### src/hw/fsap_pkg.sv
// Package for the buffer status and asynchronous port block
// Assumes a 32-bit AHB-Lite register bus and a single 100 MHz clock
package fsap_pkg;
  // ************************************************************
  // Register map
  // ************************************************************
  localparam logic [7:0] FSAP_OFS_STATUS = 8'h64;
  localparam logic [7:0] FSAP_OFS_TXCTL = 8'h68;
  localparam logic [7:0] FSAP_OFS_RXCTL = 8'h6C;
  localparam logic [31:0] FSAP_RST_STATUS = 32'h0055_0000;
  localparam logic [31:0] FSAP_RST_CTL = 32'h0000_0000;
  // ************************************************************
  // Field positions
  // ************************************************************
  localparam int FSAP_B_ATX_EMPTY = 16;
  localparam int FSAP_B_ATX_FULL = 17;
  localparam int FSAP_B_ARX_EMPTY = 18;
  localparam int FSAP_B_ITX_EMPTY = 20;
  localparam int FSAP_B_ITX_FULL = 21;
  localparam int FSAP_B_IRX_EMPTY = 22;
  localparam int FSAP_B_HOST_LE = 24;
  localparam int FSAP_B_DMA_LE = 27;
  localparam int FSAP_B_SEL_LO = 28;
  localparam int FSAP_B_REQ_EN = 30;
  localparam int FSAP_B_ACK_EN = 31;
  localparam int FSAP_B_EN = 31;
  localparam int FSAP_B_CAUSE_LO = 28;
  localparam int FSAP_B_PROG_LO = 16;
  localparam int FSAP_LEN_W = 11;
  localparam logic [10:0] FSAP_STEP = 11'h002;
  // ************************************************************
  // Stop causes
  // ************************************************************
  localparam logic [1:0] FSAP_CAUSE_SW = 2'h0;
  localparam logic [1:0] FSAP_CAUSE_LEN = 2'h1;
  localparam logic [1:0] FSAP_CAUSE_CLR = 2'h2;
  localparam logic [1:0] FSAP_CAUSE_EXT = 2'h3;
  typedef struct packed {
    logic atx_empty;
    logic atx_full;
    logic arx_empty;
    logic itx_empty;
    logic itx_full;
    logic irx_empty;
  } fsap_flags_s;
  typedef struct packed {
    logic en;
    logic [1:0] cause;
    logic [10:0] progress;
    logic [10:0] length;
  } fsap_port_s;
endpackage

### src/hw/fsap_port_ctl.sv
// One direction of the asynchronous port: enable, length, progress, cause
// Assumes strobes and stop inputs are synchronous one-cycle pulses
`timescale 1ns/100ps
`default_nettype none
module fsap_port_ctl
  import fsap_pkg::*;
(
  input wire logic i_clock,
  input wire logic i_rst_n,
  input wire logic i_wr,
  input wire logic [31:0] i_wdata,
  input wire logic i_step,
  input wire logic i_buf_clear,
  input wire logic i_ext_stop,
  output fsap_port_s o_state
);
  fsap_port_s st_q;
  fsap_port_s st_d;
  logic [10:0] prog_inc;
  logic hit_len;
  logic start;
  assign start = i_wr & i_wdata[FSAP_B_EN] & ~st_q.en;
  assign prog_inc = st_q.progress + FSAP_STEP;
  // Stop exactly when this step lands on the length
  assign hit_len = i_step & st_q.en & (prog_inc == st_q.length);
  always_comb begin
    st_d = st_q;
    if (i_wr) begin
      st_d.length = {i_wdata[10:2], 2'h0};
      st_d.en = i_wdata[FSAP_B_EN];
      if (st_q.en & ~i_wdata[FSAP_B_EN]) begin
        st_d.cause = FSAP_CAUSE_SW;
      end
    end
    if (start) begin
      st_d.progress = 11'h000;
    end else if (i_step & st_q.en) begin
      st_d.progress = {prog_inc[10:1], 1'b0};
    end
    // A buffer clear wins over any software write in the same cycle; end and length stops only win while already enabled
    if (st_q.en | start) begin
      if (i_buf_clear) begin
        st_d.en = 1'b0;
        st_d.cause = FSAP_CAUSE_CLR;
      end else if (i_ext_stop & st_q.en) begin
        st_d.en = 1'b0;
        st_d.cause = FSAP_CAUSE_EXT;
      end else if (hit_len) begin
        st_d.en = 1'b0;
        st_d.cause = FSAP_CAUSE_LEN;
      end
    end
  end
  always_ff @(posedge i_clock) begin
    if (!i_rst_n) begin
      st_q <= '0;
    end else begin
      st_q <= st_d;
    end
  end
  assign o_state = st_q;
  property p_step_len;
    @(posedge i_clock) disable iff (!i_rst_n)
      hit_len & ~i_buf_clear & ~i_ext_stop & ~i_wr |=> !st_q.en && st_q.cause == FSAP_CAUSE_LEN;
  endproperty
  a_step_len: assert property (p_step_len) else $error("length stop not taken");
  property p_prog_even;
    @(posedge i_clock) disable iff (!i_rst_n)
      st_q.progress[0] == 1'b0 && st_q.length[1:0] == 2'h0;
  endproperty
  a_prog_even: assert property (p_prog_even) else $error("fixed low bits not zero");
endmodule // fsap_port_ctl
`default_nettype wire

### src/hw/fsap_top.sv
// Buffer status, DMA request control and asynchronous port control
// Assumes AHB-Lite single-word accesses and buffer flags from the engines
//
// Summary of operation
// - Iso receive fill bytes, low bits zero
// - Capture fill size at read strobe fall
// - Bits 16/17 show async tx empty/full
// - Bit 18 shows async rx empty
// - Bits 20/21 show iso tx empty/full
// - Bit 22 shows iso rx empty
// - Bit 24 selects host byte order
// - Bit 27 selects DMA byte order
// - Bits 28-29 pick the DMA request flag
// - Bit 30 gates the DMA request line
// - Bit 31 gates the DMA acknowledge input
// - Tx length in bits 10-0, quadlet aligned
// - Tx progress clears, steps two per strobe
// - Tx enable drives port, stops on end/length
// - Tx stop cause recorded in bits 29-28
// - Rx length in bits 0-10, quadlet aligned
// - Rx progress clears, steps two per strobe
// - Rx stop cause recorded in bits 29-28
// - Packet ready while enabled with stored packet
`timescale 1ns/100ps
`default_nettype none
module fsap_top
  import fsap_pkg::*;
(
  input wire logic i_clock,
  input wire logic i_rst_n,
  input wire logic i_hsel,
  input wire logic [31:0] i_haddr,
  input wire logic [1:0] i_htrans,
  input wire logic i_hwrite,
  input wire logic [2:0] i_hsize,
  input wire logic [31:0] i_hwdata,
  input wire logic i_hready,
  output logic [31:0] o_hrdata,
  output logic o_hreadyout,
  output logic o_hresp,
  input wire fsap_flags_s i_flags,
  input wire logic i_iso_is_rx,
  input wire logic [15:0] i_iso_rx_fill_bytes,
  input wire logic i_host_rd_n,
  input wire logic i_rx_packet_stored,
  input wire logic i_async_tx_buf_clear,
  input wire logic i_async_rx_buf_clear,
  input wire logic i_dma_ack_n,
  output logic o_dma_req,
  output logic o_dma_ack,
  output logic o_host_little,
  output logic o_dma_little,
  input wire logic i_port_tx_write_strobe_n,
  input wire logic i_port_rx_read_strobe_n,
  input wire logic i_port_tx_end_n,
  output logic o_port_tx_active_n,
  output logic o_port_rx_packet_ready_n,
  output logic o_port_tx_push,
  output logic o_port_rx_pop
);
  // ************************************************************
  // Bus slave
  // ************************************************************
  logic wr_pend_q;
  logic [7:0] addr_q;
  logic [31:0] rdata_q;
  logic [7:0] ctl_q;
  logic rd_n_q;
  logic [15:0] fill_q;
  logic take;
  logic wr_status;
  logic wr_tx;
  logic wr_rx;
  logic [31:0] status_word;
  logic [31:0] rd_word;
  fsap_port_s tx_st;
  fsap_port_s rx_st;
  assign take = i_hsel & i_hready & i_htrans[1];
  // Writes land one cycle after the address phase, with hwdata
  assign wr_status = wr_pend_q & (addr_q == FSAP_OFS_STATUS);
  assign wr_tx = wr_pend_q & (addr_q == FSAP_OFS_TXCTL);
  assign wr_rx = wr_pend_q & (addr_q == FSAP_OFS_RXCTL);
  assign o_hreadyout = 1'b1;
  assign o_hresp = 1'b0;
  assign o_hrdata = rdata_q;
  function automatic logic [31:0] port_word(input fsap_port_s s);
    port_word = {s.en, 1'b0, s.cause, 1'b0, s.progress, 5'h00, s.length};
  endfunction
  // ************************************************************
  // Status word
  // ************************************************************
  // Fill size frozen at the read strobe fall so a slow read sees one value
  assign status_word = {ctl_q[7:4], ctl_q[3], 2'h0, ctl_q[0], 1'b0,
    i_flags.irx_empty, i_flags.itx_full, i_flags.itx_empty, 1'b0,
    i_flags.arx_empty, i_flags.atx_full, i_flags.atx_empty,
    fill_q};
  assign rd_word = (i_haddr[7:0] == FSAP_OFS_STATUS) ? status_word :
    (i_haddr[7:0] == FSAP_OFS_TXCTL) ? port_word(tx_st) :
    (i_haddr[7:0] == FSAP_OFS_RXCTL) ? port_word(rx_st) : 32'h0000_0000;
  always_ff @(posedge i_clock) begin
    if (!i_rst_n) begin
      wr_pend_q <= 1'b0;
      addr_q <= 8'h00;
      rdata_q <= 32'h0000_0000;
    end else begin
      wr_pend_q <= take & i_hwrite;
      addr_q <= i_haddr[7:0];
      rdata_q <= (take & ~i_hwrite) ? rd_word : rdata_q;
    end
  end
  always_ff @(posedge i_clock) begin
    if (!i_rst_n) begin
      ctl_q <= 8'h00;
    end else if (wr_status) begin
      ctl_q <= {i_hwdata[31:27], 2'h0, i_hwdata[FSAP_B_HOST_LE]};
    end
  end
  always_ff @(posedge i_clock) begin
    if (!i_rst_n) begin
      rd_n_q <= 1'b1;
      fill_q <= 16'h0000;
    end else begin
      rd_n_q <= i_host_rd_n;
      if (rd_n_q & ~i_host_rd_n) begin
        fill_q <= i_iso_is_rx ? {i_iso_rx_fill_bytes[15:2], 2'h0} : 16'h0000;
      end
    end
  end
  // ************************************************************
  // DMA request and acknowledge
  // ************************************************************
  logic [3:0] req_src;
  logic req_pick;
  assign req_src = {i_flags.irx_empty, i_flags.itx_full, i_flags.arx_empty, i_flags.atx_full};
  assign req_pick = req_src[ctl_q[5:4]];
  assign o_dma_req = ctl_q[6] & req_pick;
  assign o_dma_ack = ctl_q[7] & ~i_dma_ack_n;
  assign o_host_little = ctl_q[0];
  assign o_dma_little = ctl_q[3];
  // ************************************************************
  // Asynchronous port
  // ************************************************************
  // Software is expected to write the lower part first, so enable comes last
  // with the length already in place; full-word writes are used here
  logic tx_step;
  logic rx_step;
  assign tx_step = ~i_port_tx_write_strobe_n & tx_st.en;
  assign rx_step = ~i_port_rx_read_strobe_n & rx_st.en;
  assign o_port_tx_push = tx_step;
  assign o_port_rx_pop = rx_step;
  fsap_port_ctl u_tx (
    .i_clock(i_clock),
    .i_rst_n(i_rst_n),
    .i_wr(wr_tx),
    .i_wdata(i_hwdata),
    .i_step(tx_step),
    .i_buf_clear(i_async_tx_buf_clear),
    .i_ext_stop(~i_port_tx_end_n),
    .o_state(tx_st)
  );
  fsap_port_ctl u_rx (
    .i_clock(i_clock),
    .i_rst_n(i_rst_n),
    .i_wr(wr_rx),
    .i_wdata(i_hwdata),
    .i_step(rx_step),
    .i_buf_clear(i_async_rx_buf_clear),
    .i_ext_stop(i_flags.arx_empty),
    .o_state(rx_st)
  );
  assign o_port_tx_active_n = ~tx_st.en;
  assign o_port_rx_packet_ready_n = ~(rx_st.en & i_rx_packet_stored);
  // ************************************************************
  // Checks
  // ************************************************************
  property p_req_gate;
    @(posedge i_clock) disable iff (!i_rst_n) !ctl_q[7 - 1] |-> !o_dma_req;
  endproperty
  a_req_gate: assert property (p_req_gate) else $error("dma request while off");
  property p_req_sel;
    @(posedge i_clock) disable iff (!i_rst_n)
      ctl_q[6] && ctl_q[5:4] == 2'h1 |-> o_dma_req == i_flags.arx_empty;
  endproperty
  a_req_sel: assert property (p_req_sel) else $error("wrong request source");
  property p_ack_gate;
    @(posedge i_clock) disable iff (!i_rst_n) !ctl_q[7] |-> !o_dma_ack;
  endproperty
  a_ack_gate: assert property (p_ack_gate) else $error("ack honoured while off");
  property p_tx_pin;
    @(posedge i_clock) disable iff (!i_rst_n) o_port_tx_active_n == !tx_st.en;
  endproperty
  a_tx_pin: assert property (p_tx_pin) else $error("tx enable pin mismatch");
  property p_tx_ext;
    @(posedge i_clock) disable iff (!i_rst_n)
      tx_st.en && !i_port_tx_end_n && !i_async_tx_buf_clear |=>
      !tx_st.en && tx_st.cause == FSAP_CAUSE_EXT;
  endproperty
  a_tx_ext: assert property (p_tx_ext) else $error("end input did not stop tx");
  property p_rx_clr;
    @(posedge i_clock) disable iff (!i_rst_n)
      rx_st.en && i_async_rx_buf_clear |=> !rx_st.en && rx_st.cause == FSAP_CAUSE_CLR;
  endproperty
  a_rx_clr: assert property (p_rx_clr) else $error("rx clear cause lost");
  property p_tx_hold;
    @(posedge i_clock) disable iff (!i_rst_n)
      !tx_st.en && !wr_tx |=> $stable(tx_st.progress);
  endproperty
  a_tx_hold: assert property (p_tx_hold) else $error("progress moved while off");
  property p_tx_count;
    @(posedge i_clock) disable iff (!i_rst_n)
      tx_step && !wr_tx |=> tx_st.progress == $past(tx_st.progress) + FSAP_STEP;
  endproperty
  a_tx_count: assert property (p_tx_count) else $error("tx progress step wrong");
  property p_fill_tx;
    @(posedge i_clock) disable iff (!i_rst_n)
      rd_n_q && !i_host_rd_n && !i_iso_is_rx |=> fill_q == 16'h0000;
  endproperty
  a_fill_tx: assert property (p_fill_tx) else $error("fill size not zero on tx");
  property p_pkt;
    @(posedge i_clock) disable iff (!i_rst_n)
      o_port_rx_packet_ready_n == !(rx_st.en && i_rx_packet_stored);
  endproperty
  a_pkt: assert property (p_pkt) else $error("packet ready wrong");
  // Read qualifiers for the checks below; read data shows one edge later
  logic rd_stat;
  logic rd_tx;
  assign rd_stat = take & ~i_hwrite & (i_haddr[7:0] == FSAP_OFS_STATUS);
  assign rd_tx = take & ~i_hwrite & (i_haddr[7:0] == FSAP_OFS_TXCTL);
  property p_st_atx;
    @(posedge i_clock) disable iff (!i_rst_n)
      rd_stat |=> o_hrdata[17:16] == {$past(i_flags.atx_full), $past(i_flags.atx_empty)};
  endproperty
  a_st_atx: assert property (p_st_atx) else $error("async tx flags wrong");
  property p_st_arx;
    @(posedge i_clock) disable iff (!i_rst_n)
      rd_stat |=> o_hrdata[18] == $past(i_flags.arx_empty);
  endproperty
  a_st_arx: assert property (p_st_arx) else $error("async rx flag wrong");
  property p_st_itx;
    @(posedge i_clock) disable iff (!i_rst_n)
      rd_stat |=> o_hrdata[21:20] == {$past(i_flags.itx_full), $past(i_flags.itx_empty)};
  endproperty
  a_st_itx: assert property (p_st_itx) else $error("iso tx flags wrong");
  property p_st_irx;
    @(posedge i_clock) disable iff (!i_rst_n)
      rd_stat |=> o_hrdata[22] == $past(i_flags.irx_empty);
  endproperty
  a_st_irx: assert property (p_st_irx) else $error("iso rx flag wrong");
  property p_st_fill;
    @(posedge i_clock) disable iff (!i_rst_n)
      rd_stat |=> o_hrdata[15:0] == $past(fill_q);
  endproperty
  a_st_fill: assert property (p_st_fill) else $error("fill size not read");
  property p_fill_hold;
    @(posedge i_clock) disable iff (!i_rst_n)
      !(rd_n_q && !i_host_rd_n) |=> $stable(fill_q);
  endproperty
  a_fill_hold: assert property (p_fill_hold) else $error("fill size moved");
  property p_fill_cap;
    @(posedge i_clock) disable iff (!i_rst_n)
      rd_n_q && !i_host_rd_n && i_iso_is_rx |=>
      fill_q == {$past(i_iso_rx_fill_bytes[15:2]), 2'h0};
  endproperty
  a_fill_cap: assert property (p_fill_cap) else $error("fill size not captured");
  property p_host_le;
    @(posedge i_clock) disable iff (!i_rst_n)
      wr_status |=> o_host_little == $past(i_hwdata[FSAP_B_HOST_LE]);
  endproperty
  a_host_le: assert property (p_host_le) else $error("host order not taken");
  property p_dma_le;
    @(posedge i_clock) disable iff (!i_rst_n)
      wr_status |=> o_dma_little == $past(i_hwdata[FSAP_B_DMA_LE]);
  endproperty
  a_dma_le: assert property (p_dma_le) else $error("dma order not taken");
  property p_req_atx;
    @(posedge i_clock) disable iff (!i_rst_n)
      ctl_q[6] && ctl_q[5:4] == 2'h0 |-> o_dma_req == i_flags.atx_full;
  endproperty
  a_req_atx: assert property (p_req_atx) else $error("request not tx full");
  property p_req_itx;
    @(posedge i_clock) disable iff (!i_rst_n)
      ctl_q[6] && ctl_q[5:4] == 2'h2 |-> o_dma_req == i_flags.itx_full;
  endproperty
  a_req_itx: assert property (p_req_itx) else $error("request not iso full");
  property p_req_irx;
    @(posedge i_clock) disable iff (!i_rst_n)
      ctl_q[6] && ctl_q[5:4] == 2'h3 |-> o_dma_req == i_flags.irx_empty;
  endproperty
  a_req_irx: assert property (p_req_irx) else $error("request not iso empty");
  property p_ack_on;
    @(posedge i_clock) disable iff (!i_rst_n)
      ctl_q[7] |-> o_dma_ack == !i_dma_ack_n;
  endproperty
  a_ack_on: assert property (p_ack_on) else $error("ack not honoured");
  property p_tx_sw;
    @(posedge i_clock) disable iff (!i_rst_n)
      wr_tx && !i_hwdata[FSAP_B_EN] && tx_st.en && !i_async_tx_buf_clear && i_port_tx_end_n &&
      i_port_tx_write_strobe_n |=> !tx_st.en && tx_st.cause == FSAP_CAUSE_SW;
  endproperty
  a_tx_sw: assert property (p_tx_sw) else $error("tx software stop lost");
  property p_tx_clr;
    @(posedge i_clock) disable iff (!i_rst_n)
      tx_st.en && i_async_tx_buf_clear |=> !tx_st.en && tx_st.cause == FSAP_CAUSE_CLR;
  endproperty
  a_tx_clr: assert property (p_tx_clr) else $error("tx clear cause lost");
  property p_rx_ext;
    @(posedge i_clock) disable iff (!i_rst_n)
      rx_st.en && i_flags.arx_empty && !i_async_rx_buf_clear |=>
      !rx_st.en && rx_st.cause == FSAP_CAUSE_EXT;
  endproperty
  a_rx_ext: assert property (p_rx_ext) else $error("rx empty stop lost");
  property p_rx_sw;
    @(posedge i_clock) disable iff (!i_rst_n)
      wr_rx && !i_hwdata[FSAP_B_EN] && rx_st.en && !i_async_rx_buf_clear && !i_flags.arx_empty &&
      i_port_rx_read_strobe_n |=> !rx_st.en && rx_st.cause == FSAP_CAUSE_SW;
  endproperty
  a_rx_sw: assert property (p_rx_sw) else $error("rx software stop lost");
  property p_tx_start;
    @(posedge i_clock) disable iff (!i_rst_n)
      wr_tx && i_hwdata[FSAP_B_EN] && !tx_st.en && !i_async_tx_buf_clear |=>
      tx_st.en && tx_st.progress == 11'h000;
  endproperty
  a_tx_start: assert property (p_tx_start) else $error("tx start not clean");
  property p_rx_start;
    @(posedge i_clock) disable iff (!i_rst_n)
      wr_rx && i_hwdata[FSAP_B_EN] && !rx_st.en && !i_async_rx_buf_clear |=>
      rx_st.en && rx_st.progress == 11'h000;
  endproperty
  a_rx_start: assert property (p_rx_start) else $error("rx start not clean");
  property p_rx_count;
    @(posedge i_clock) disable iff (!i_rst_n)
      rx_step && !wr_rx |=> rx_st.progress == $past(rx_st.progress) + FSAP_STEP;
  endproperty
  a_rx_count: assert property (p_rx_count) else $error("rx progress step wrong");
  property p_rd_tx;
    @(posedge i_clock) disable iff (!i_rst_n)
      rd_tx |=> o_hrdata[10:0] == $past(tx_st.length) &&
      o_hrdata[26:16] == $past(tx_st.progress);
  endproperty
  a_rd_tx: assert property (p_rd_tx) else $error("tx control read wrong");
  property p_rx_len;
    @(posedge i_clock) disable iff (!i_rst_n)
      rx_step && !wr_rx && !i_async_rx_buf_clear && !i_flags.arx_empty &&
      rx_st.progress + FSAP_STEP == rx_st.length |=> !rx_st.en && rx_st.cause == FSAP_CAUSE_LEN;
  endproperty
  a_rx_len: assert property (p_rx_len) else $error("rx length stop lost");
endmodule // fsap_top
`default_nettype wire

### config.mk
export PLATFORM = sky130hd
export DESIGN_NAME = fsap_top
export DESIGN_NICKNAME = d
export VERILOG_FILES = /design/src/hw/fsap_pkg.sv /design/src/hw/fsap_port_ctl.sv /design/src/hw/fsap_top.sv
export SDC_FILE = /design/constraint.sdc
export NUM_CORES = 1
export LEC_CHECK = 0
export ABC_AREA = 1
export BUFFER_PORTS_ARGS = -buffer_cell sky130_fd_sc_hd__buf_4
export CORE_MARGIN = 5
export CORE_UTILIZATION = 35
export DETAILED_ROUTE_END_ITERATION = 12
export GPL_TIMING_DRIVEN = 1
export MAX_ROUTING_LAYER = met4
export PLACE_DENSITY = 0.6
export SYNTH_ARGS = -nofsm -noshare
export SYNTH_HDL_FRONTEND = slang
export SYNTH_SLANG_ARGS = --single-unit
### constraint.sdc
create_clock -name i_clock -period 1.6 [get_ports i_clock]
set_input_delay 0.08 -clock i_clock [delete_from_list [all_inputs] [get_ports i_clock]]
set_output_delay 0.08 -clock i_clock [all_outputs]
set_load 0.005 [all_outputs]
# Word-level counts from Yosys, hierarchy flattened
# Index checks and enable logic that the tools add are counted.
# classes
n_addsub,2
magnitude_cmp,1
eq_ne,8
n_mux,18
bitwise_logic,38
n_reduce_logical,2
# ops
op,n
two-way mux 32 bit,3
equality test 8 x 7 -> 1 bit (second input constant),6
two-way mux 3 bit,10
AND 1 bit,25
adder 11 x 2 -> 11 bit (second input constant),2
equality test 11 bit,2
two-way mux 16 bit,1
inverter 1 bit,11
two-way mux 2 bit,2
OR reduction 2 bit,2
less-than comparator 2 x 3 -> 1 bit (second input constant),1
binary-select mux 1 bit (select 2 bit),1
OR 1 bit,2
two-way mux 1 bit,1
# word_totals
register_bits,108
wordCells,83

# Logic depth before layout (Yosys ltp)
# Gate-level depths: netlist of run 1.
# depth
word_depth,8
ltp_mapped,14
depth_no_buf,13

# Hierarchy
# From an unflattened synthesis of run 1, not the netlist that was laid out.
# hier_totals
cells_unflattened,854
area_unflattened_um2,5655.4
# modules_own_cells
module,n_inst,cells_each,area_per_inst_um2
fsap_top,1,462,3143.0
fsap_port_ctl,2,196,1256.2

# Worst setup path after synthesis of run 1
# OpenSTA, ideal clock, no wires.
# synth_timing
kind,register to register
from,reg u_rx.st_q (netlist bit u_rx.o_state[12])
to,reg u_rx.st_q (netlist bit u_rx.o_state[23])
arrival_ns,1.535
slack_ns,-0.052
path_stages_with_launch,13
n_path_buf,0
period_less_slack_ns,1.652
path_cell_list,dfxtp_1 > ha_1 > nand2_4 > nor2_4 > nand2_1 > nand3_1 > nand3_1 > nor2_1 > nand2_1 > nor2_1 > nor2_1 > nor2_1 > nor2_1
# synth_via
elab_chain_len,7
# synth_lines
element,line,text
"start, declared",fsap_port_ctl.sv:17,fsap_port_s st_q;
"start signal, assigned",fsap_port_ctl.sv:58,st_q <= st_d;
adder 11 x 2 -> 11 bit,fsap_port_ctl.sv:23,assign prog_inc = st_q.progress + FSAP_STEP;
equality test 11 bit,fsap_port_ctl.sv:25,assign hit_len = i_step & st_q.en & (prog_inc == st_q.length);
AND 1 bit,fsap_port_ctl.sv:25,
two-way mux 3 bit,fsap_port_ctl.sv:48,end else if (hit_len) begin
two-way mux 3 bit,fsap_port_ctl.sv:45,end else if (i_ext_stop & st_q.en) begin
two-way mux 3 bit,fsap_port_ctl.sv:42,if (i_buf_clear) begin
two-way mux 3 bit,fsap_port_ctl.sv:41,if (st_q.en | start) begin
# No other way between the ends.
# A chain may end at the register's enable or synchronous reset.

# Worst setup path after layout of run 1
# layout_timing
from,reg u_rx.st_q (netlist bit u_rx.o_state[12])
to,reg u_rx.st_q (netlist bit u_rx.o_state[22])
# The elaborated chain is that of the path after synthesis.

==> impl.org, run 1 <==
** Run status
- Run status :: finished, violations left
- The final reports fail on hold timing, setup timing.

** STA
- Final Slew Violations :: 0
- At the pin with the least slew margin, the transition time is 507 ps.
- Setup repair after global routing could not meet its margin everywhere.
- Dividing the final minimum period by the clock period gives 1.05.
- Headroom to the max-slew limit came out at 0.662.
- Setup violations remaining at the end of the flow were counted as 11.
- Derived from the worst setup path, the maximum achievable clock frequency is 0.595 GHz.
- Final hold violation count :: 1
- On the final layout, the worst hold slack is -5.53 ps.
- Post-route worst setup slack :: -79.7 ps
- Maximum clock skew at final layout :: 6.49 ps
- Time the worst path needs with I/O delays and setup :: 1680 ps

** Worst setup path
- On the critical path, the stage with the largest delay is an instance of sky130_fd_sc_hd__dfxtp_4.
- Walking the worst path, the cells encountered are ha_4 -> nand2_4 -> nor2_4 -> nand2_2 -> nand2_2 -> a21oi_2 -> nor2_1 -> nand3_2 -> o21bai_1 -> nand2_1 -> a21oi_2.
- Launch point of the worst path :: u_rx.o_state[12]$_SDFFE_PP0P_
- Data arrival time at the worst-slack endpoint :: 1970 ps
- Maximum cell stage delay along the critical path :: 370 ps
- Worst-path maximum fanout :: 5
- Register-to-Register Setup Slack :: -80 ps
- Critical R2R Capture :: u_rx.o_state[22]$_SDFF_PN0_
- At the worst endpoint, the required time is 1890 ps.
- Startpoint types :: flip-flop
- Launch instance of the worst register-to-register path :: u_rx.o_state[12]$_SDFFE_PP0P_
- STA classifies the critical path endpoint as a flip-flop.
- The number of cells on the worst reg-to-reg path is 11.
- The worst setup path is of the reg2reg kind.

** Route
- The first detailed-routing pass took 5 iterations.
- After detailed routing, no signal wire sits above met4.
- Using the TritonRoute via totals, the vias-per-cell ratio works out to 4.96.
- In this run, the number of DRC markers left after iteration 0 of detailed routing was 391.
- The detailed router put a total of 7.26 mm of wire on met1.
- Routed length on met3 :: 954 µm
- Total DRC errors in the routed layout :: 0
- Met2 Routed Length :: 7.61 mm
- Routed length per instance :: 15.4 µm
- Summing over every cut layer, the via total after detailed routing is 5169.
- Detailed-route wire length :: 16.0 mm
- In this run the remaining antenna-violating nets after routing total 0.

** Layout
- Proportion of layout cells with a drive suffix above 1 :: 0.331
- Relative to the synthesized area, the layout overhead comes to 45.6%.
- Leaving out fill and tap cells, the most frequent cell in the layout is sky130_fd_sc_hd__buf_4.
- For this run, the post-layout net count is 964.
- Finished layout cell area :: 7120 µm²
- Number of standard cells in the layout, taps in and fillers out :: 1042
- In the layout the commonest cells are sky130_fd_sc_hd__buf_4 (162), sky130_fd_sc_hd__nand2_1 (129), sky130_fd_sc_hd__dfxtp_1 (95), sky130_fd_sc_hd__inv_1 (65), sky130_fd_sc_hd__nor2_1 (62).
- ANT cells :: 0

** Logic synthesis
- In this run, synthesis produced a sequential element count of 104.
- The largest total area in the synthesized netlist belongs to sky130_fd_sc_hd__dfxtp_1.
- Fraction of post-synthesis cell area in the top cell type by area :: 0.426
- Main combinational cell family by area after synthesis :: simple AND/OR/NAND/NOR gates
- After technology mapping, the gate count stands at 681.
- Most area-consuming cells after synthesis :: sky130_fd_sc_hd__dfxtp_1 (43%), sky130_fd_sc_hd__nand2_1 (12%), sky130_fd_sc_hd__nand3_1 (6.9%)
- Of the total synthesized cell area, the portion taken by AND, OR, NAND and NOR gates is 0.288.
- Yosys warns :: 0
- The complex-gate fraction of the synthesized area was 0.184.
- Sequential cell area fraction in the yosys report :: 0.426
- Post-synthesis share of cell area spent on xor and xnor gates :: 0.00895
- Post-synthesis share of cell area spent on full adders, half adders and majority gates :: 0.00512
- Dividing the synthesized area by the synthesized cell count gives 7.18 µm².
- After synthesis, the share of cell area in mux cells is 0.
- The synthesized netlist occupies a cell area of 4890 µm².
- Number of distinct standard cells referenced by the synthesized netlist :: 38

** Place
- Once placement completed, the tool counted placed cells totaling 986.
- Final RePlAce weighted congestion :: 0.912
- Port buffering added 95 buffers.
- DP Area :: 6190 µm²
- The wire-length estimate of the detail-placed layout is 11.8 mm.

** Power and ir drop
- In this run the power density over the cells is 730 nW/µm².
- After layout, the design draws a total of 5.20 mW.
- Worst IR drop on VDD :: 0.839 mV
- Leakage :: 2.99 nW

** Global route
- Number of antenna violations at the first check in global routing :: 0
- Global routing finished with a remaining overflow of 0.
- Entering global routing, the biggest net connects 30 pins.
- Wire length of the first global-routing pass :: 24.6 mm
- For this run, the total global-route usage over all layers was measured as 0.195.
- The number of global-route vias before repair is 4813.

** Floorplanning
- Initial core utilization :: 0.355
- Die outline area :: 16400 µm²
- Width of the die :: 128 µm
- Placeable Area :: 13800 µm²
- 147 I/O pins were placed.
- Chip height :: 128 µm
- Count of standard-cell rows :: 43

** Min path
- Path category of the worst min-delay check :: in2reg
- Worst Hold Endpoint :: u_rx.o_state[5]$_SDFFE_PN0P_
- Source of the worst hold timing path :: i_hwdata[5]
- Hold depth :: 3

** CTS
- TritonCTS built the clock tree.
- The tree is rooted in a sky130_fd_sc_hd__clkbuf_16.
- The clock net in this run drives a total of 104 sinks.
- In this run the deepest clock path goes through 2 buffers.
- Number of clock buffers inserted by TritonCTS :: 9
- Clock-pin transition on the worst setup and hold timing paths :: 70 ps
- Htree depth :: 3
- For the worst-skew pair, the clock arrives at the later sink with an insertion delay of 360 ps.

** Flow run
- Max capacitance violation total :: 0
[state kept, by name, indices dropped and copies added, names as in the netlist]
register / flops
fill_q: 14
u_tx.o_state: 22
ctl_q: 6
wr_pend_q: 1
rd_n_q: 1
addr_q: 8
u_rx.o_state: 22
o_hrdata: 30
[Yosys cell counts]
cell type                  count
sky130_fd_sc_hd__nand3_4       1
sky130_fd_sc_hd__nand4_1       2
sky130_fd_sc_hd__a221oi_1     17
sky130_fd_sc_hd__ha_1          2
sky130_fd_sc_hd__nor2_2        2
sky130_fd_sc_hd__o21ai_2       2
sky130_fd_sc_hd__nand3_1      67
sky130_fd_sc_hd__a211oi_1      4
sky130_fd_sc_hd__buf_1         6
sky130_fd_sc_hd__a31oi_1       1
sky130_fd_sc_hd__o21bai_1      1
sky130_fd_sc_hd__nand2_4       1
sky130_fd_sc_hd__buf_2         8
sky130_fd_sc_hd__o21ai_0      35
sky130_fd_sc_hd__nor2_1       67
sky130_fd_sc_hd__xnor2_1       2
sky130_fd_sc_hd__nor3b_1       2
sky130_fd_sc_hd__dfxtp_1     104
sky130_fd_sc_hd__a21oi_2       2
sky130_fd_sc_hd__o22ai_1       5
sky130_fd_sc_hd__nand2_1     153
sky130_fd_sc_hd__and2_1        1
sky130_fd_sc_hd__inv_1        70
sky130_fd_sc_hd__buf_4         5
sky130_fd_sc_hd__nor3_1        2
sky130_fd_sc_hd__nor2_4        4
sky130_fd_sc_hd__a21oi_1      62
sky130_fd_sc_hd__inv_2         2
sky130_fd_sc_hd__nor3_2        5
sky130_fd_sc_hd__conb_1        2
sky130_fd_sc_hd__or2_1         1
sky130_fd_sc_hd__xor2_1        3
sky130_fd_sc_hd__nand3_2       3
sky130_fd_sc_hd__o221ai_1     17
sky130_fd_sc_hd__a21boi_0      1
sky130_fd_sc_hd__nand3b_1      1
sky130_fd_sc_hd__clkbuf_1     14
sky130_fd_sc_hd__nand2_2       4
[layer usage]
| layer | global-route usage | up-vias |
|---|---|---|
| met3 | 0.0458 | 11 |
| met2 | 0.302 | 136 |
| met1 | 0.259 | 2406 |
| li1 | - | 2616 |
| met5 | - | - |
| met4 | 0.0431 | 0 |
[worst max path at each step]
stage                                              to  cells past startpoint  slack [ps]
after global routing      u_rx.o_state[23]$_SDFF_PN0_                     12        -210
after global placement    u_tx.o_state[24]$_SDFF_PN0_                     11        -140
after CTS                 u_rx.o_state[22]$_SDFF_PN0_                     11         -60
after floorplan           u_rx.o_state[23]$_SDFF_PN0_                     12          30
final                     u_rx.o_state[22]$_SDFF_PN0_                     11         -80
after detailed placement  u_tx.o_state[22]$_SDFF_PN0_                     13        -140
[where the power goes]
part	leakage [nW]	switching (mW)	internal, mW
sequential	0.848	0.0229	2.62
clock	0.126	1.06	1.07
combinational	2.01	0.197	0.227
[final cells by class]
| cell class | count | area (µm²) |
|---|---|---|
| Tap cell | 180 | 225 |
| Multi-Input combinational cell | 474 | 2640 |
| Fill cell | 1380 | 6650 |
| Inverter | 72 | 270 |
| Clock buffer | 9 | 225 |
| Sequential cell | 104 | 2100 |
| Timing Repair Buffer | 196 | 1610 |
| Clock inverter | 7 | 55.1 |
[through the flow]
step,setup TNS [ps],utilization,setup WS [ps]
after floorplan,0,-,32.0
after global placement,-486,0.449,-141
after detailed placement,-566,0.449,-143
after CTS,-159,0.497,-63.6
after global routing,-1390,0.517,-213
final,-280,0.517,-79.7
[logic make-up after synthesis]
family / after synthesis
compound gates: 147
xor+xnor: 5
fa+ha+maj: 2
buf+inv: 105
flops: 104
other cells: 2
simple gates: 316
[worst max-delay path: cells and delay by family (launching register included)]
family                   cells  cell delay [ps]
AND/OR/NAND/NOR              7              730
adder cells (fa/ha/maj)      1              150
flip-flops                   1              370
AO/OA/AOI/OAI                3              380
[timing repair]
| item | CTS | global route |
|---|---|---|
| hold endpoints to repair | 25 | 0 |
| gates resized for setup | 28 | 62 |
| gates cloned | 0 | 1 |
| hold buffers | 25 | 0 |
| buffers inserted | 4 | 10 |
| pin swaps | 19 | 31 |
| endpoints found under the setup margin | 5 | 18 |
(Power assumes the default switching activity.)
==> run 2: changes to the inputs <==
--- a/config.mk
+++ b/config.mk
@@ -8,11 +8,10 @@
 export ABC_AREA = 1
 export BUFFER_PORTS_ARGS = -buffer_cell sky130_fd_sc_hd__buf_4
 export CORE_MARGIN = 5
-export CORE_UTILIZATION = 35
+export CORE_UTILIZATION = 47
 export DETAILED_ROUTE_END_ITERATION = 12
 export GPL_TIMING_DRIVEN = 1
-export MAX_ROUTING_LAYER = met4
-export PLACE_DENSITY = 0.6
+export PLACE_DENSITY = 0.77
 export SYNTH_ARGS = -nofsm -noshare
 export SYNTH_HDL_FRONTEND = slang
 export SYNTH_SLANG_ARGS = --single-unit
==> run 2 against run 1 <==
Net effect:
- the run ends with setup timing left
- critical path depth increased by 1
- clock skew is 5.6 ps higher
- non-clock buffer count is 8 lower
- final cell count down 5.0%
- largest power group unchanged
- maximum frequency fell by 4.7%
==> impl.org, run 2 (same netlist as run 1, synthesis figures left out) <==
** Power and ir drop
- The analysis attributes to cell leakage a power of 2.88 nW.
- Power share of the combinational group :: 0.089
- For this design the ratio of total power to cell area is 693 nW/µm².
- Switching component of the power :: 1.25 mW
- VDD sags by at most 0.392 mV.
- Post-layout total power :: 4.72 mW
- Internal power :: 3.47 mW
- The share of total power dissipated in sequential elements is 0.562.
- Of the total power, the clock network draws 0.348.
- Switching part of the total power :: 0.264

** Route
- Detailed-route wire length :: 15.6 mm
- The pre-antenna-repair detailed-routing pass consisted of 5 iterations.
- The routed layout has 5364 vias.
- Total DRC errors in the routed layout :: 0
- In this run, the number of DRC markers left after iteration 0 of detailed routing was 401.
- After detailed routing, the average wire length per cell comes to 15.8 µm.
- In the routed layout, each cell is associated on average with a via count of 5.42.
- The count of nets left with antenna violations once routing finished came out at 0.

** STA
- For the pin with the worst max-slew slack, the measured transition is 565 ps.
- Post-route worst setup slack :: -163 ps
- Measured against its own limit, the worst slew margin works out to 0.623.
- Top achievable clock speed :: 0.567 GHz
- The final hold violation count is 0.
- Maximum clock skew at final layout :: 12.1 ps
- Hold timing on the final database bottoms out at a slack of 4.75 ps.
- Setup repair after global routing could not meet its margin everywhere.
- The number of pins with negative max-slew slack in the final report came to 0.
- After layout, the minimum clock period comes to 1760 ps.
- For the final routed database, the setup TNS stands at -543 ps.
- Dividing the final minimum period by the clock period gives 1.10.
- Number of endpoints failing setup at the final stage :: 6

** Worst setup path
- Register-to-Register Setup Slack :: -160 ps
- Worst-path maximum fanout :: 5
- At the worst endpoint, the required time is 1870 ps.
- The critical path ends at u_rx.o_state[23]$_SDFF_PN0_.
- The critical path starts at u_rx.o_state[12]$_SDFFE_PP0P_.
- The worst setup path is captured at a flip-flop.
- Startpoint types :: flip-flop
- In this run the critical register-to-register path is launched from u_rx.o_state[12]$_SDFFE_PP0P_.
- Data arrival time at the worst-slack endpoint :: 2030 ps
- The endpoint identified for the worst register-to-register timing path is u_rx.o_state[23]$_SDFF_PN0_.
- The worst register-to-register path has a depth of 12.
- The worst setup path is of the reg2reg kind.

** Place
- Routability-driven placement finished with a final weighted congestion of 0.924.
- After legalization and detailed placement, the total HPWL measured 11.1 mm.
- Once placement finished, the instance area stood at 6060 µm².
- Port buffering added 95 buffers.

** Min path
- Path category of the worst min-delay check :: in2reg

** Floorplanning
- The initial utilization of the core area, before any placement, comes to 0.478.
- Placeable Area :: 10200 µm²
- Die outline area :: 12500 µm²
- I/O Pins :: 147
- Count of standard-cell rows :: 37
- The die is 112 µm tall.
- Width of the die :: 112 µm

** Layout
- Once layout is complete, the utilization of the core stands at 0.666.
- 0 antenna diodes ended up in the layout.
- At the end of the flow, the number of nets in the layout was 956.
- Leaving out fill and tap cells, the most frequent cell in the layout is sky130_fd_sc_hd__buf_4.
- The top cell types in the final layout, fill and taps aside, are sky130_fd_sc_hd__buf_4 (150), sky130_fd_sc_hd__nand2_1 (137), sky130_fd_sc_hd__dfxtp_1 (96), sky130_fd_sc_hd__inv_1 (66), sky130_fd_sc_hd__nor2_1 (62).
- The finished cells cover 6810 µm².
- Number of inserted filler cells in the final layout :: 818
- Largest register FFs :: 30
- Proportion of layout cells with a drive suffix above 1 :: 0.287
- Area delta synth->final :: 39.2%

** CTS
- Htree depth :: 3
- Clock tree synthesis selected as its root buffer the cell sky130_fd_sc_hd__clkbuf_8.
- The longest clock path from root to sink contains 2 buffers.
- Clock-pin transition on the worst setup and hold timing paths :: 110 ps
- Total clock sinks :: 104
- Clock tree from TritonCTS :: done
- In this run, CTS created clock tree buffers numbering 9.
- Worst skew pair latency :: 370 ps

** Run status
- The final reports fail on setup timing.
- Run status :: finished, violations left

** Global route
- Number of global-route vias before repair :: 5152
- Largest net degree at the start of global routing :: 38
- The number of antenna violations at the first check in global routing came to 0.
- For this run, the total global-route usage over all layers was measured as 0.239.
- Wire length of the first global-routing pass :: 24.8 mm
- Remaining global-route overflow :: 0

** Flow run
- Max capacitance violation total :: 0
[run 2: layer usage]
metal,vias up,global-route usage,part of all wire
met3,32,0.0372,0.075
li1,2611,-,-
met2,230,0.411,0.49
met4,0,0.0825,0.025
met1,2491,0.307,0.41
met5,-,0,0
[run 2: worst min path at each step]
| stage | slack, ps | cells after the start | startpoint | to |
|---|---|---|---|---|
| 3_3_place_gp | 270 | 3 | i_haddr[0] | addr_q[0]$_SDFF_PN0_ |
| 4_1_cts | 4 | 3 | i_hwdata[28] | ctl_q[4]$_SDFFE_PN0P_ |
| 5_1_grt | 20 | 3 | i_hwdata[6] | u_tx.o_state[6]$_SDFFE_PN0P_ |
| 2_1_floorplan | 170 | 2 | i_haddr[0] | addr_q[0]$_SDFF_PN0_ |
| 3_5_place_dp | 270 | 3 | i_haddr[1] | addr_q[1]$_SDFF_PN0_ |
| 6_report | 5 | 3 | i_hwdata[4] | u_rx.o_state[4]$_SDFFE_PN0P_ |
[run 2: worst max-delay path, cell delays in order, from the launching register on]
cell	delay [ps]
sky130_fd_sc_hd__dfxtp_4	380
sky130_fd_sc_hd__ha_4	150
sky130_fd_sc_hd__nand2_4	70
sky130_fd_sc_hd__nor2_4	210
sky130_fd_sc_hd__nand3_2	130
sky130_fd_sc_hd__nand2_2	110
sky130_fd_sc_hd__nand3_2	90
sky130_fd_sc_hd__nand2_2	70
sky130_fd_sc_hd__nand3_2	90
sky130_fd_sc_hd__nor2_2	160
sky130_fd_sc_hd__nor2_1	50
sky130_fd_sc_hd__nor2_1	100
sky130_fd_sc_hd__nor2_1	60
[run 2: what timing repair did]
item,CTS,global route
resized for setup,19,41
hold buffers,33,0
setup buffers,0,7
setup endpoints to repair,6,23
endpoints found under the hold margin,33,0
pin swaps,8,19
[run 2: power groups by stage]
stage / registers (mW) / clock network, mW / logic, mW
after global placement: 2.71 / 0 / 0.338
final: 2.65 / 1.64 / 0.422
after global routing: 2.66 / 1.75 / 0.457
after floorplan: 2.71 / 0 / 0.147
after detailed placement: 2.71 / 0 / 0.343
after CTS: 2.65 / 1.66 / 0.406
[run 2: layout make-up]
type                       instances  area [µm²]  share of cell area
timing repair buffer             188        1530               0.225
tap                              136         170              0.0250
multi-input combinational        474        2550               0.374
clock buffer                       9         124              0.0182
sequential                       104        2090               0.308
inverter                          72         270              0.0397
clock inverter                     7        72.6              0.0107
[run 2: through the flow]
| stage | setup WS [ps] | std cells |
|---|---|---|
| 2_1_floorplan | 32.0 | 683 |
| 3_3_place_gp | -88.2 | 934 |
| 3_5_place_dp | -124 | 934 |
| 4_1_cts | -61.8 | 983 |
| 5_1_grt | -272 | 990 |
| 6_report | -163 | 990 |
